File: config.mk
export PLATFORM = sky130hd
export DESIGN_NAME = ncp_channel
export DESIGN_NICKNAME = d
export VERILOG_FILES = /design/src/design/ncp_pkg.sv /design/src/design/ncp_channel.sv /design/src/design/ncp_fifo.sv
export VERILOG_INCLUDE_DIRS = /design/src /design/src/design
export SDC_FILE = /design/constraint.sdc
export NUM_CORES = 1
export LEC_CHECK = 0
export ABC_AREA = 1
export BUFFER_PORTS_ARGS = -buffer_cell sky130_fd_sc_hd__buf_2
export CAP_MARGIN = 20
export CORE_MARGIN = 5
export CORE_UTILIZATION = 45
export CTS_CLUSTER_DIAMETER = 200
export DETAILED_ROUTE_END_ITERATION = 8
export HOLD_SLACK_MARGIN = 0.05
export SLEW_MARGIN = 20
export SYNTH_ARGS = -nofsm -noshare
export SYNTH_HDL_FRONTEND = slang
export SYNTH_SLANG_ARGS = --single-unit
export TNS_END_PERCENT = 10
File: constraint.sdc
create_clock -name core_clk -period 2.6 [get_ports core_clk]
set_input_delay 0.13 -clock core_clk [delete_from_list [all_inputs] [get_ports core_clk]]
set_output_delay 0.13 -clock core_clk [all_outputs]
set_load 0.01 [all_outputs]
File: src/design/ncp_params.svh
// timing counts and field constants for the nand channel pin interface
`ifndef NCP_PARAMS_SVH
`define NCP_PARAMS_SVH
`define NCP_CLK_PERIOD_NS 10
`define NCP_WE_LOW_NS 20
`define NCP_WE_LOW_CYC ((`NCP_WE_LOW_NS + `NCP_CLK_PERIOD_NS - 1) / `NCP_CLK_PERIOD_NS)
`define NCP_WE_HIGH_NS 20
`define NCP_WE_HIGH_CYC ((`NCP_WE_HIGH_NS + `NCP_CLK_PERIOD_NS - 1) / `NCP_CLK_PERIOD_NS)
`define NCP_READ_ACCESS_DELAY_NS 30
`define NCP_READ_ACCESS_CYC ((`NCP_READ_ACCESS_DELAY_NS + `NCP_CLK_PERIOD_NS - 1) / `NCP_CLK_PERIOD_NS)
`define NCP_RE_HIGH_NS 20
`define NCP_RE_HIGH_CYC ((`NCP_RE_HIGH_NS + `NCP_CLK_PERIOD_NS - 1) / `NCP_CLK_PERIOD_NS)
`define NCP_RATE_60_MHZ 60
`define NCP_RATE_75_MHZ 75
`define NCP_KIND_CMD 2'h0
`define NCP_KIND_ADDR 2'h1
`define NCP_KIND_WDATA 2'h2
`define NCP_KIND_RDATA 2'h3
`define NCP_BANKS 4
`define NCP_BANK_IDLE 4'hF
`endif

File: src/design/ncp_pkg.sv
// types shared by the nand channel pin interface
package ncp_pkg;
	typedef enum logic [1:0] {
		NCP_CMD = 2'h0,
		NCP_ADDR = 2'h1,
		NCP_WDATA = 2'h2,
		NCP_RDATA = 2'h3
	} ncp_kind_t;
	typedef struct packed {
		ncp_kind_t kind;
		logic [1:0] bank;
		logic [7:0] data;
	} ncp_req_t;
	typedef struct packed {
		logic we_n;
		logic re_n;
		logic ale;
		logic cle;
		logic [3:0] bank_select_n;
		logic [7:0] dq_out;
		logic dq_oe;
	} ncp_pins_t;
endpackage : ncp_pkg

File: src/design/ncp_channel.sv
// one nand channel pin sequencer: command, address, write and read cycles
`timescale 1ns/100ps
`include "ncp_params.svh"
// Functional notes
// written bytes captured on write strobe rise
// address latch high across strobe rise
// command latch high while pulsing strobe
// flash keeps busy operation despite deselect
// read strobe fall; sample after access delay
// drive bus on writes, release on reads
// strap high 60 MHz, low 75 MHz
// factory test input held high normally
// never both latches; both low on data
module ncp_channel import ncp_pkg::*; #(
	parameter int FIFO_DEPTH = 16,
	parameter int WE_LOW_CYC = `NCP_WE_LOW_CYC,
	parameter int WE_HIGH_CYC = `NCP_WE_HIGH_CYC,
	parameter int READ_ACCESS_CYC = `NCP_READ_ACCESS_CYC,
	parameter int RE_HIGH_CYC = `NCP_RE_HIGH_CYC
) (
	input wire logic core_clk, // 100 MHz clock
	input wire logic arst_n, // async reset, active low
	input wire ncp_req_t req, // request: kind, bank, byte
	input wire logic req_valid, // request offered
	output logic req_ready, // request taken this cycle
	output logic [7:0] rd_data, // read byte at fifo head
	output logic rd_valid, // read byte available
	input wire logic rd_ready, // consumer takes read byte
	output logic busy, // a cycle is in progress
	input wire logic clock_rate_strap, // high 60, low 75 MHz
	input wire logic factory_test_select, // must stay high in use
	output logic [7:0] clock_rate_mhz, // rate chosen by strap
	output logic test_mode, // factory test strap low
	output logic we_n, // write strobe
	output logic re_n, // read strobe
	output logic ale, // address latch enable
	output logic cle, // command latch enable
	output logic [3:0] bank_select_n, // bank selects, active low
	output logic [7:0] dq_out, // bus drive value
	output logic dq_oe, // high while driving the bus
	input wire logic [7:0] dq_in // bus sampled value
);
	localparam int CW = 8;
	// refused at elaboration: a zero count would wrap the counter into a 256-cycle phase,
	// and the phase counter is only CW bits wide
	if (FIFO_DEPTH < 2 || WE_LOW_CYC < 1 || WE_HIGH_CYC < 1 || READ_ACCESS_CYC < 1 ||
		RE_HIGH_CYC < 1 || WE_LOW_CYC > 255 || READ_ACCESS_CYC > 255 || RE_HIGH_CYC > 255 ||
		WE_HIGH_CYC > 255) begin : g_bad_param
		$error("ncp_channel timing parameters out of range");
	end

	typedef enum logic [4:0] {
		ST_IDLE = 5'h01,
		ST_WE_LOW = 5'h02,
		ST_WE_HIGH = 5'h04,
		ST_RE_LOW = 5'h08,
		ST_RE_HIGH = 5'h10
	} ncp_state_t;

	// active-low one-hot bank select decode of a request's bank number
	function automatic logic [3:0] bank_decode(input logic [1:0] b);
		bank_decode = ~(4'h1 << b);
	endfunction : bank_decode

	ncp_state_t st_reg, st_next;
	ncp_pins_t pins_reg, pins_next;
	logic [CW-1:0] cnt_reg, cnt_next;
	logic req_ready_next, busy_next;
	logic fifo_in_valid, fifo_in_ready;
	logic [7:0] fifo_in_data;
	logic [7:0] rate_reg, rate_next;
	logic test_reg, test_next;

	// sequencer: one byte per request, strobe timing set by counters
	always_comb begin
		st_next = st_reg;
		pins_next = pins_reg;
		cnt_next = cnt_reg;
		req_ready_next = 1'b0;
		busy_next = (st_reg != ST_IDLE);
		fifo_in_valid = 1'b0;
		fifo_in_data = dq_in;
		unique case (st_reg)
			ST_IDLE: begin
				// a read is not taken without fifo room, so bytes are never dropped
				if (req_valid && !req_ready && (req.kind != NCP_RDATA || fifo_in_ready)) begin
					req_ready_next = 1'b1;
					busy_next = 1'b1;
					pins_next.bank_select_n = bank_decode(req.bank);
					pins_next.cle = (req.kind == NCP_CMD);
					pins_next.ale = (req.kind == NCP_ADDR);
					if (req.kind == NCP_RDATA) begin
						pins_next.dq_oe = 1'b0;
						pins_next.re_n = 1'b0;
						cnt_next = CW'(READ_ACCESS_CYC);
						st_next = ST_RE_LOW;
					end else begin
						pins_next.dq_oe = 1'b1;
						pins_next.dq_out = req.data;
						pins_next.we_n = 1'b0;
						cnt_next = CW'(WE_LOW_CYC);
						st_next = ST_WE_LOW;
					end
				end
			end
			ST_WE_LOW: begin
				cnt_next = cnt_reg - 1'b1;
				if (cnt_reg == CW'(1)) begin
					// rising edge while data, cle and ale still stand
					pins_next.we_n = 1'b1;
					cnt_next = CW'(WE_HIGH_CYC);
					st_next = ST_WE_HIGH;
				end
			end
			ST_WE_HIGH: begin
				// bus and latches held through hold time after the rise
				cnt_next = cnt_reg - 1'b1;
				if (cnt_reg == CW'(1)) begin
					pins_next.cle = 1'b0;
					pins_next.ale = 1'b0;
					pins_next.dq_oe = 1'b0;
					st_next = ST_IDLE;
				end
			end
			ST_RE_LOW: begin
				cnt_next = cnt_reg - 1'b1;
				if (cnt_reg == CW'(1)) begin
					// access delay has elapsed since the falling edge
					fifo_in_valid = 1'b1;
					pins_next.re_n = 1'b1;
					cnt_next = CW'(RE_HIGH_CYC);
					st_next = ST_RE_HIGH;
				end
			end
			ST_RE_HIGH: begin
				cnt_next = cnt_reg - 1'b1;
				if (cnt_reg == CW'(1)) begin
					st_next = ST_IDLE;
				end
			end
			default: begin
				st_next = ST_IDLE;
			end
		endcase
	end

	// the bank stays selected after a cycle; the flash keeps any busy work
	// going even once deselected, so no wait on busy is needed here

	// strap decode: registered so the outputs come from flops
	always_comb begin
		rate_next = clock_rate_strap ? 8'(`NCP_RATE_60_MHZ) : 8'(`NCP_RATE_75_MHZ);
		test_next = !factory_test_select;
	end

	// strap registers; reset shows the pulled-low default rate
	always_ff @(posedge core_clk or negedge arst_n) begin
		if (!arst_n) begin
			rate_reg <= 8'(`NCP_RATE_75_MHZ);
			test_reg <= 1'b0;
		end else begin
			rate_reg <= rate_next;
			test_reg <= test_next;
		end
	end

	// sequencer registers; reset parks strobes high and releases the bus
	always_ff @(posedge core_clk or negedge arst_n) begin
		if (!arst_n) begin
			st_reg <= ST_IDLE;
			pins_reg <= '{we_n: 1'b1, re_n: 1'b1, ale: 1'b0, cle: 1'b0,
				bank_select_n: `NCP_BANK_IDLE, dq_out: 8'h00, dq_oe: 1'b0};
			cnt_reg <= '0;
			req_ready <= 1'b0;
			busy <= 1'b0;
		end else begin
			st_reg <= st_next;
			pins_reg <= pins_next;
			cnt_reg <= cnt_next;
			req_ready <= req_ready_next;
			busy <= busy_next;
		end
	end

	// read bytes buffered; a stalled consumer blocks further reads
	ncp_fifo #(
		.WIDTH(8),
		.DEPTH(FIFO_DEPTH)
	) u_fifo (
		.core_clk(core_clk),
		.arst_n(arst_n),
		.in_data(fifo_in_data),
		.in_valid(fifo_in_valid),
		.in_ready(fifo_in_ready),
		.out_data(rd_data),
		.out_valid(rd_valid),
		.out_ready(rd_ready)
	);

	// pins straight from the pin register, strap outputs from the strap registers
	always_comb begin
		we_n = pins_reg.we_n;
		re_n = pins_reg.re_n;
		ale = pins_reg.ale;
		cle = pins_reg.cle;
		bank_select_n = pins_reg.bank_select_n;
		dq_out = pins_reg.dq_out;
		dq_oe = pins_reg.dq_oe;
		clock_rate_mhz = rate_reg;
		test_mode = test_reg;
	end
endmodule : ncp_channel

File: src/design/ncp_fifo.sv
// parameterised valid/ready fifo for the read data path
`timescale 1ns/100ps
module ncp_fifo #(
	parameter int WIDTH = 8,
	parameter int DEPTH = 16
) (
	input wire logic core_clk, // clock
	input wire logic arst_n, // async reset, active low
	input wire logic [WIDTH-1:0] in_data, // write word
	input wire logic in_valid, // write request
	output logic in_ready, // not full
	output logic [WIDTH-1:0] out_data, // head word
	output logic out_valid, // not empty
	input wire logic out_ready // drain request
);
	localparam int AW = $clog2(DEPTH);
	// refused at elaboration: the wrap-bit full test needs a power-of-two depth
	if (DEPTH < 2 || (1 << AW) != DEPTH) begin : g_bad_depth
		$error("ncp_fifo depth must be a power of two");
	end
	logic [WIDTH-1:0] mem [DEPTH];
	logic [AW:0] wr_reg, wr_next, rd_reg, rd_next;
	logic push, pop;
	logic [WIDTH-1:0] head_reg, head_next;
	logic head_valid_reg, head_valid_next;
	// full when pointers differ only in the wrap bit; head word kept in flops
	always_comb begin
		in_ready = (wr_reg != {~rd_reg[AW], rd_reg[AW-1:0]});
		push = in_valid && in_ready;
		pop = head_valid_reg && out_ready;
		wr_next = push ? wr_reg + 1'b1 : wr_reg;
		rd_next = pop ? rd_reg + 1'b1 : rd_reg;
		head_valid_next = (wr_next != rd_next);
		// a word pushed into the slot that becomes the head bypasses the memory
		if (push && wr_reg[AW-1:0] == rd_next[AW-1:0]) begin
			head_next = in_data;
		end else begin
			head_next = mem[rd_next[AW-1:0]];
		end
		out_valid = head_valid_reg;
		out_data = head_reg;
	end
	// storage has no reset; only pointers and head registers carry state
	always_ff @(posedge core_clk) begin
		if (push) begin
			mem[wr_reg[AW-1:0]] <= in_data;
		end
	end
	always_ff @(posedge core_clk or negedge arst_n) begin
		if (!arst_n) begin
			wr_reg <= '0;
			rd_reg <= '0;
			head_reg <= '0;
			head_valid_reg <= 1'b0;
		end else begin
			wr_reg <= wr_next;
			rd_reg <= rd_next;
			head_reg <= head_next;
			head_valid_reg <= head_valid_next;
		end
	end
endmodule : ncp_fifo

==> results of run 1 <==
metal layers:
metal	up-vias	global-route usage (%)	wire, um
li1	2933	-	-
met1	2881	27.12	9367
met2	184	30.09	9323
met3	41	3.547	1045
met4	0	7.642	503
met5	-	0	0
cell families after synthesis:
logic type / synth area share [%]
compound gates: 2.735
xor+xnor: 2.218
fa+ha+maj: 1.035
buf+inv: 6.697
flops: 61.50
mux: 1.065
other cells: 0.08874
simple gates: 24.66
critical path, delay by kind of cell, from the launching register on:
kind	cells	cell delay, ns
AOI/OAI and AO/OA	1	0.10
DFF	1	0.48
buffers and inverters	2	0.71
and+or+nand+nor	8	0.89
worst max path at each step:
stage,startpoint,end,slack [ns]
after floorplan,cnt_reg[1],u_fifo.mem[7][0],0.36
after global placement,u_fifo.wr_reg[0],u_fifo.mem[7][4],0.42
after detailed placement,st_reg[1],u_fifo.mem[7][4],0.41
after CTS,st_reg[1],u_fifo.mem[7][7],0.35
after global routing,st_reg[1],u_fifo.mem[7][7],0.20
final,u_fifo.wr_reg[0],bank_select_n[1],0.34
cells in the mapped netlist, types with 2 or more instances:
library cell | number | area [um2]
nand2_1 | 251 | 942.2
edfxtp_1 | 128 | 3844
nand3_1 | 112 | 560.5
inv_1 | 92 | 345.3
dfrtp_1 | 46 | 1151
nor2_1 | 40 | 150.1
nand3b_1 | 17 | 127.6
buf_4 | 14 | 105.1
xor2_1 | 11 | 96.34
a21oi_1 | 10 | 50.05
buf_2 | 9 | 45.04
inv_2 | 9 | 33.78
dfstp_2 | 8 | 210.2
mux2_2 | 8 | 90.09
nand4_1 | 8 | 50.05
o211ai_1 | 8 | 60.06
ha_1 | 7 | 87.58
nand2_4 | 7 | 78.83
clkbuf_1 | 6 | 22.52
o21ai_0 | 6 | 30.03
o21ai_1 | 6 | 30.03
nand2_2 | 4 | 25.02
nor2_4 | 4 | 45.04
o21a_1 | 4 | 30.03
nor3_1 | 3 | 15.01
conb_1 | 2 | 7.510
nand3_2 | 2 | 20.02
nor2_8 | 2 | 40.04
xor2_4 | 2 | 55.05
per-stage QoR:
step,cells,hold slack [ns]
after floorplan,837,-0.1656
after global placement,1127,0.1686
after detailed placement,1127,0.1712
after CTS,1176,0.05688
after global routing,1176,0.07438
final,1176,0.07348
where the power goes:
part / switching (mW) / leakage, nW / total [mW] / internal, mW
Sequential: 0.218 / 1.81 / 3.69 / 3.47
Clock: 1.06 / 0.263 / 2.35 / 1.28
Combinational: 2.64 / 2.27 / 3.99 / 1.35
what timing repair did:
action	4_1_cts	5_1_grt
resized for setup	0	0
hold buffers	17	0
hold endpoints to repair	39	0
layout by cell type, fill, tap and decap left out, types with 4 or more instances in the layout:
master and instances:
nand3b_1 17, o21a_1 4, o211ai_1 8, nand2_1 251
nor2_4 4, dfstp_2 8, nand4_1 8, dfrtp_1 46
nand3_1 112, nand2_2 4, clkbuf_1 4, a21oi_1 10
edfxtp_1 128, o21ai_1 6, buf_2 60, ha_1 7
mux2_2 8, dlygate4sd3_1 17, inv_1 92, buf_4 26
nor2_1 40, clkbuf_16 18, xor2_1 11, inv_2 9
nand2_4 7, o21ai_0 6
cell type report:
class / count / area [um2]
Inverter: 102 / 385.4
Sequential cell: 182 / 5205
Clock buffer: 22 / 465.4
Timing Repair Buffer: 104 / 685.7
Tap cell: 234 / 292.8
Clock inverter: 10 / 68.82
Fill cell: 1687 / 8848
Multi-Input combinational cell: 522 / 2691
==> results.md, run 1 <==
* Status: completed
* Detailed Route Iter0 Violations at 481
* Syn_area_per_cell at 10.11 um2
* Crit path DAT at 2.62 ns
* Hold Crit Depth at 3
* DIE AREA at 21650 um2
* Syn Inst Count at 837
* Root buffer cell: clkbuf_16
* Crit-path max FO at 10
* CP peak stage delay at 0.56 ns
* Slew @ Worst Pin at 0.5944 ns
* Layout cells sized above 1 at 17.73%
* Prevailing post-synth register cell: edfxtp_1
* # diodes at 0
* Minimum clock period at 2.261 ns
* WL final at 20240 um
* 1st-pass router iterations at 5
* Crit share post-route at 86.97%
* Die H at 147.1 um
* Max cap viols at 0
* Vias at 6039
* Hold Fails Final Rpt at 0
* Number of synthesized flops with an enable pin at 128
* Largest net degree at the start of global routing at 74
* HPWL Detailed at 13460 um
* Die X at 147.1 um
* Critical-path cell list: inv_1, nand2_1, nand2_1, nand2_1, nor2_4, nand2_1, nand2_4, nor2_8, nand3_1, dlygate4sd3_1, o21a_1
* Flops & latches, synth at 182
* Final ANT Viol Nets at 0
* Num CTS Buffers at 17
* Routability Congestion at 0.8812
* Worst setup SP type: register
* Hold Path Class: primary input to register
* Slew Limit Fails at 0
* Max clock buf depth at 2
* Final setup fails at 0
* Worst path most repeated cell: nand2_1
* Vias in the first global route at 6022
* Hold Crit Endpoint: u_fifo.rd_reg[1]
* Unique masters post-synth at 40
* DR vias/cell at 5.135
* Final setup margin at 0.3388 ns
* P_leak at 4.339 nW
* Port bufs at 60
* Row cnt at 50
* Placed Area at 9090 um2
* Crit path required time at 2.96 ns
* Crit end category: register
* Total GRT Usage at 19.37%
* Maximum vdd drop at 0.0005645 V
* Synth Cell Area at 8463 um2
* Finished Cell Area at 9794 um2
* Skew final at 0.008093 ns
* Initial antenna violation count at 0
* R2r setup slk at 0.34 ns
* Reg-to-Reg End: bank_select_n[1]
* CTS H-Tree Depth at 4
* DP Worst Slack at 0.4139 ns
* Cell depth of the worst flop-to-flop path at 11
* CP max-delay cell: dlygate4sd3_1
* Power Dens Cells at 1024 nW/um2
* Post-CTS setup buffers at 0
* Sequential area share after synthesis at 61.50%
* Fmax at 0.4422 GHz
* # clock sinks at 182
* Fin Setup TNS at 0 ns
* Unrepaired setup endpoints after global routing: false
* Residual DRC at 0
* WL per Instance at 17.21 um
* CTS tree: yes
* Area delta synth->final at 15.73%
* Mapped Nets at 870
* First-pass GRT wire length at 32420 um
* Hold_sp: rd_ready
* Reg2Reg Launch Point: u_fifo.wr_reg[0]
* Clk Latency, worst-skew pair at 0.43 ns
* Reg clk slew, reported paths at 0.07 ns
* Kind of critical path: register to register
* Share of async-settable or async-resettable flops after synthesis at 29.67%
* Core Area at 18640 um2
* Max reg flops at 128
* Design Power at 10.03 mW
* Util after Layout at 52.54%
* Starting Density at 45.40%
* GRT Residual Overflow at 0
* Boundary Pins at 63
* Nets at 962
* Worst slew margin at 60.31%
* Synthesis Warnings at 0
(Power assumes the default switching activity.)
==> run 2, diff against run 1 <==
--- a/config.mk
+++ b/config.mk
@@ -8,11 +8,11 @@
 export LEC_CHECK = 0
 export ABC_AREA = 1
 export BUFFER_PORTS_ARGS = -buffer_cell sky130_fd_sc_hd__buf_2
-export CAP_MARGIN = 20
 export CORE_MARGIN = 5
 export CORE_UTILIZATION = 45
 export CTS_CLUSTER_DIAMETER = 200
 export DETAILED_ROUTE_END_ITERATION = 8
+export GPL_TIMING_DRIVEN = 0
 export HOLD_SLACK_MARGIN = 0.05
 export SLEW_MARGIN = 20
 export SYNTH_ARGS = -nofsm -noshare
==> run 2 against run 1 <==
Against the previous run:
- maximum frequency down 9.2%
- global-route usage down 0.22 points
- via count down 1.5%
- largest power group unchanged
==> results.md, run 2 (synthesis gave the netlist of run 1 again) <==
* Status: completed
* Die X at 147.1 um
* Row cnt at 50
* Crit end category: register
* WL final at 20210 um
* Minimum clock period at 2.489 ns
* Most frequent cells in the layout: nand2_1, edfxtp_1, nand3_1
* Largest net degree at the start of global routing at 55
* Maximum vdd drop at 0.0005511 V
* Routability Congestion at 0.8462
* Root buffer cell: clkbuf_16
* Crit path required time at 2.66 ns
* Slew Limit Fails at 0
* Worst setup SP type: register
* CTS tree: yes
* Commonest non-fill, non-tap cell in the layout: nand2_1
* HPWL Detailed at 13660 um
* GRT Residual Overflow at 0
* Area delta synth->final at 16.75%
* DR vias/cell at 5.035
* Slew @ Worst Pin at 0.7504 ns
* Residual DRC at 0
* Crit path DAT at 2.55 ns
* Detailed Route Iter0 Violations at 547
* Metal2 WL at 9145 um
* Top sig layer: met4
* Hold_ws at 0.1034 ns
* CP max-delay cell: nor3_2
* CTS H-Tree Depth at 4
* Initial antenna violation count at 0
* Crit share post-route at 95.74%
* Total GRT Usage at 19.14%
* # diodes at 0
* Vias in the first global route at 5626
* Power Dens Cells at 1049 nW/um2
* Net Sw Frac at 40.19%
* Filler cells at 1629
* Boundary Pins at 63
* Clk Latency, worst-skew pair at 0.44 ns
* Worst slew margin at 49.70%
* Worst path most repeated cell: nand2_1
* Met3 WL post-DR at 1280 um
* Die H at 147.1 um
* First-pass GRT wire length at 31660 um
* CP peak stage delay at 0.63 ns
* Max reg flops at 128
* Max cap viols at 0
* DIE AREA at 21650 um2
* Hold Fails Final Rpt at 0
* 1st-pass router iterations at 5
* Critical-path cell list: inv_1, ha_1, nand2_1, nor2_4, nand2_2, nor2_1, nand2_1, nor3_2
* Layout cells sized above 1 at 19.51%
* Reg clk slew, reported paths at 0.07 ns
* Final setup fails at 0
* Metal-1 WL at 9463 um
* Starting Density at 45.40%
* Hold Path Class: primary input to register
* Unrepaired setup endpoints after global routing: true
* Crit-path max FO at 9
* Fmax at 0.4017 GHz
* Skew final at 0.01128 ns
* Core Area at 18640 um2
* Util after Layout at 53.00%
* Port bufs at 60
* Num CTS Buffers at 17
* Comb power frac at 40.7%
* Max clock buf depth at 2
* Nets at 968
* Clock network power share at 23.9%
* Seq pwr share at 35.4%
* Vias at 5951
* Kind of critical path: register to register
* Int Pwr at 6.197 mW
* WL per Instance at 17.09 um
* # clock sinks at 182
* P_leak at 4.341 nW
* Final ANT Viol Nets at 0
* Switching power total at 4.164 mW
[run 2: power by group through the flow]
| stage | sequential [mW] | combinational [mW] | clock, mW |
|---|---|---|---|
| after floorplan | 3.80 | 2.77 | 0 |
| after global routing | 3.71 | 4.67 | 2.63 |
| after global placement | 3.71 | 4.13 | 0 |
| after CTS | 3.66 | 4.20 | 2.51 |
| after detailed placement | 3.72 | 4.15 | 0 |
| final | 3.67 | 4.22 | 2.48 |
[run 2: layout make-up]
cell class	count	area (um2)	area share, %
sequential	182	5205	52.68
multi-input combinational	522	2771	28.05
timing repair buffer	79	488.0	4.939
clock buffer	19	432.9	4.381
inverter	102	385.4	3.900
tap	234	292.8	2.963
buffer	31	182.7	1.849
clock inverter	13	122.6	1.241
[run 2: per-layer routing]
| metal | up-vias | global-route usage (%) |
|---|---|---|
| li1 | 2951 | - |
| met1 | 2773 | 27.83 |
| met2 | 201 | 29.15 |
| met3 | 26 | 4.195 |
| met4 | 0 | 5.359 |
| met5 | - | 0 |
[run 2: through the flow]
stage	worst slack, ns	cell area [um2]	total power [mW]	std cells	setup TNS, ns
after floorplan	0.3566	8463	6.570	837	0
after global placement	-0.4309	9056	7.839	1131	-18.04
after detailed placement	-0.2732	9064	7.869	1131	-15.32
after global routing	-0.09353	9881	11.00	1182	-3.395
after CTS	-0.06928	9852	10.38	1182	-1.127
final	0.1109	9881	10.36	1182	0
[run 2: path summary, 6_finish.rpt]
kind,from,end,slack [ns],cells past startpoint
worst max-delay path,cnt_reg[1],u_fifo.mem[7][2],0.11,8
worst min-delay path,dq_in[6],u_fifo.mem[4][6],0.10,1
worst max register to register,cnt_reg[1],u_fifo.mem[7][2],0.11,8
worst min register to register,re_n,re_n,0.47,2
max in group asynchronous,arst_n,u_fifo.wr_reg[2],1.82,2
min in group asynchronous,arst_n,u_fifo.out_data[4],0.31,2
[run 2: critical path, delay by kind of cell (launching register included)]
kind | cells | cell delay (ns)
and+or+nand+nor | 6 | 1.45
buffers and inverters | 1 | 0.13
DFF | 1 | 0.36
adders and majority gates | 1 | 0.17
[run 2: repair_timing]
action | 4_1_cts | 5_1_grt
pin swaps | 1 | 1
hold buffers | 17 | 0
buffers inserted | 2 | 0
gates resized for setup | 16 | 8
hold endpoints to repair | 63 | 0
setup endpoints to repair | 96 | 113
==> run 3, diff against run 2 <==
--- a/config.mk
+++ b/config.mk
@@ -6,14 +6,16 @@
 export SDC_FILE = /design/constraint.sdc
 export NUM_CORES = 1
 export LEC_CHECK = 0
-export ABC_AREA = 1
+export ABC_AREA = 0
 export BUFFER_PORTS_ARGS = -buffer_cell sky130_fd_sc_hd__buf_2
+export CORE_ASPECT_RATIO = 0.6
 export CORE_MARGIN = 5
 export CORE_UTILIZATION = 45
 export CTS_CLUSTER_DIAMETER = 200
 export DETAILED_ROUTE_END_ITERATION = 8
 export GPL_TIMING_DRIVEN = 0
 export HOLD_SLACK_MARGIN = 0.05
+export PLACE_DENSITY = 0.66
 export SLEW_MARGIN = 20
 export SYNTH_ARGS = -nofsm -noshare
 export SYNTH_HDL_FRONTEND = slang
==> run 3 against run 2 <==
Against the previous run:
- synthesized area grew 2.7%
- core utilization grew 2.0 points
- power grew 13%
- global-route usage grew 1.8 points
- via count grew 9.7%
- combinational power grew 25%
- critical endpoint is now u_fifo.out_data[5]
- critical path type unchanged
- largest power group unchanged
- largest cell class unchanged
- cell count shrank 7.7%
- wire length grew 15%
==> results.md, run 3 <==
* CTS H-Tree Depth at 4
* Crit path launch: u_fifo.out_valid
* Die H at 117.6 um
* Vias at 6526
* Largest net degree at the start of global routing at 55
* Largest cells by area after synthesis: edfxtp_1, dfrtp_1, mux2i_1
* Critical-path cell list: nand2_1, clkbuf_1, o32a_1, nor4_1, a211oi_2, a21oi_1
* Fmax at 0.3870 GHz
* First-pass GRT wire length at 36290 um
* Detailed Route Iter0 Violations at 679
* Unrepaired setup endpoints after global routing: true
* Hold Fails Final Rpt at 0
* Reg-to-Reg End: u_fifo.out_data[5]
* Minimum clock period at 2.584 ns
* WL final at 23220 um
* Port bufs at 60
* Crit path DAT at 2.90 ns
* Maximum vdd drop at 0.0006360 V
* Non-filler cells in the finished layout at 1091
* Largest delay share family, worst path: compound AO/OA/AOI/OAI gates
* Final setup fails at 0
* CTS tree: yes
* Slew @ Worst Pin at 0.7668 ns
* Core Area at 18980 um2
* Skew final at 0.01289 ns
* Commonest non-fill, non-tap cell in the layout: edfxtp_1
* Row cnt at 39
* Status: completed
* Final ANT Viol Nets at 0
* Hold Path Class: primary input to register
* Num CTS Buffers at 17
* Placed Area at 9335 um2
* Max clock buf depth at 2
* Most frequent cells in the layout: edfxtp_1, buf_2, nand2_1
* # clock sinks at 182
* Synth top area share at 44.23%
* Most numerous cell in the Yosys netlist: edfxtp_1
* WL per Instance at 21.28 um
* Mapped Nets at 761
* Placed insts at 1036
* HPWL Detailed at 15770 um
* Crit end category: register
* Area delta synth->final at 20.07%
* DIE AREA at 22280 um2
* 1st-pass router iterations at 5
* Starting Density at 45.78%
* Flops & latches, synth at 182
* Residual DRC at 0
* Total GRT Usage at 20.93%
* Root buffer cell: clkbuf_16
* Unique masters post-synth at 61
* Cell depth of the worst flop-to-flop path at 6
* Sequential area share after synthesis at 59.90%
* Layout cells sized above 1 at 23.67%
* Reg2Reg Launch Point: u_fifo.out_valid
* Slew Limit Fails at 0
* DR vias/cell at 5.982
* Number of synthesized flops with an enable pin at 128
* Reg clk slew, reported paths at 0.08 ns
* GRT Residual Overflow at 0
* Design Power at 11.68 mW
* Finished Cell Area at 10430 um2
* Clk Latency, worst-skew pair at 0.44 ns
* # diodes at 0
* Most area-hungry cell type in the Yosys netlist: edfxtp_1
* Crit path buf inv count at 1
* Leading cell types by count after synthesis: edfxtp_1, nand2_1, a21oi_1, dfrtp_1, nor2_1
* Syn_area_per_cell at 11.94 um2
* Crit-path max FO at 10
* P_leak at 3.908 nW
* CP Depth at 6
* Crit path required time at 2.91 ns
* CP max-delay cell: o32a_1
* Max cap viols at 0
* Synthesis Warnings at 0
* Vias in the first global route at 6296
* Die X at 189.4 um
* Nets at 865
* Initial antenna violation count at 0
* Kind of critical path: register to register
* CP peak stage delay at 0.48 ns
* R2r setup slk at 0.02 ns
* Power Dens Cells at 1120 nW/um2
* Syn Inst Count at 728
* Boundary Pins at 63
* Crit path capture: u_fifo.out_data[5]
* Worst setup SP type: register
* Share of async-settable or async-resettable flops after synthesis at 29.67%
* Prevailing post-synth register cell: edfxtp_1
* Routability Congestion at 0.8855
* Crit share post-route at 99.39%
* Worst slew margin at 48.88%
* Max reg flops at 128
* Synth Cell Area at 8690 um2
run 3: cell types whose count changed after synthesis, moves of 16 or more:
cell	change
a2111oi_0	+23
a211oi_1	+17
a21oi_1	+47
a22o_1	+18
a31oi_1	+17
and3_1	+22
clkbuf_1	+16
inv_1	-73
mux2i_1	+31
nand2_1	-184
nand3_1	-94
run 3: worst min-delay path by stage:
stage               cells after the start           endpoint  slack [ns]             start
floorplan                               0                ale       -0.17            arst_n
global placement                        1  clock_rate_mhz[5]        0.25  clock_rate_strap
detailed placement                      1          dq_out[2]        0.23            arst_n
CTS                                     1  u_fifo.mem[15][6]        0.09          dq_in[6]
global route                            1  u_fifo.mem[15][6]        0.10          dq_in[6]
finish                                  1  u_fifo.mem[10][2]        0.10          dq_in[2]
run 3: worst register-to-register path: stages, from the launching register on:
cell	delay [ns]
dfrtp_1	0.47
nand2_1	0.33
clkbuf_1	0.46
o32a_1	0.48
nor4_1	0.14
a211oi_2	0.42
a21oi_1	0.15
run 3: area by class of cell:
type	count	area [um2]
Sequential cell	182	5206
Multi-Input combinational cell	475	3368
Inverter	21	80.08
Timing Repair Buffer	86	575.6
Clock buffer	17	425.4
Tap cell	246	307.8
Clock inverter	15	196.4
Fill cell	1559	8548
Buffer	49	274.0
run 3: logic make-up (layout without fill, tap and decap cells):
logic type                 after synthesis  count (layout)  share of synthesized area, %
xor gates and xnor gates                20              20                         2.102
adders and majority gates                7               7                         1.008
buffers and inverters                   71             188                         3.873
other                                    2               2                       0.08643
muxes                                   41              41                         4.867
DFF                                    182             182                         59.90
and+or+nand+nor                        204             204                         12.10
AOI/OAI and AO/OA                      201             201                         16.07
run 3: where the power goes:
part / switching [mW] / total [mW] / internal [mW]
logic: 3.27 / 5.27 / 1.99
registers: 0.230 / 3.69 / 3.46
clock network: 1.32 / 2.73 / 1.40
run 3: stage by stage:
stage	setup slack, ns	TNS (ns)	util [%]	hold WS (ns)
floorplan	0.08633	0	-	-0.1656
global placement	-1.061	-60.06	48.98	0.2535
detailed placement	-0.4543	-38.61	49.18	0.2322
CTS	-0.09730	-1.834	54.18	0.08988
global route	-0.05820	-0.3178	54.97	0.1030
finish	0.01596	0	54.97	0.1035
run 3: repair_timing:
action,CTS,global route
gates resized for setup,30,37
pin swaps,4,2
hold buffers,16,0
hold endpoints to repair,62,0
buffers inserted,3,5
endpoints found under the setup margin,125,118
run 3: metal layers:
layer  GRT usage (%)  vias to the layer above  part of all wire (%)
met5               0                        -                     0
met1           33.02                     3200                    47
met3           4.446                       27                   9.2
met2           29.38                      313                    43
met4           4.923                        0                   1.3
li1                -                     2986                     -
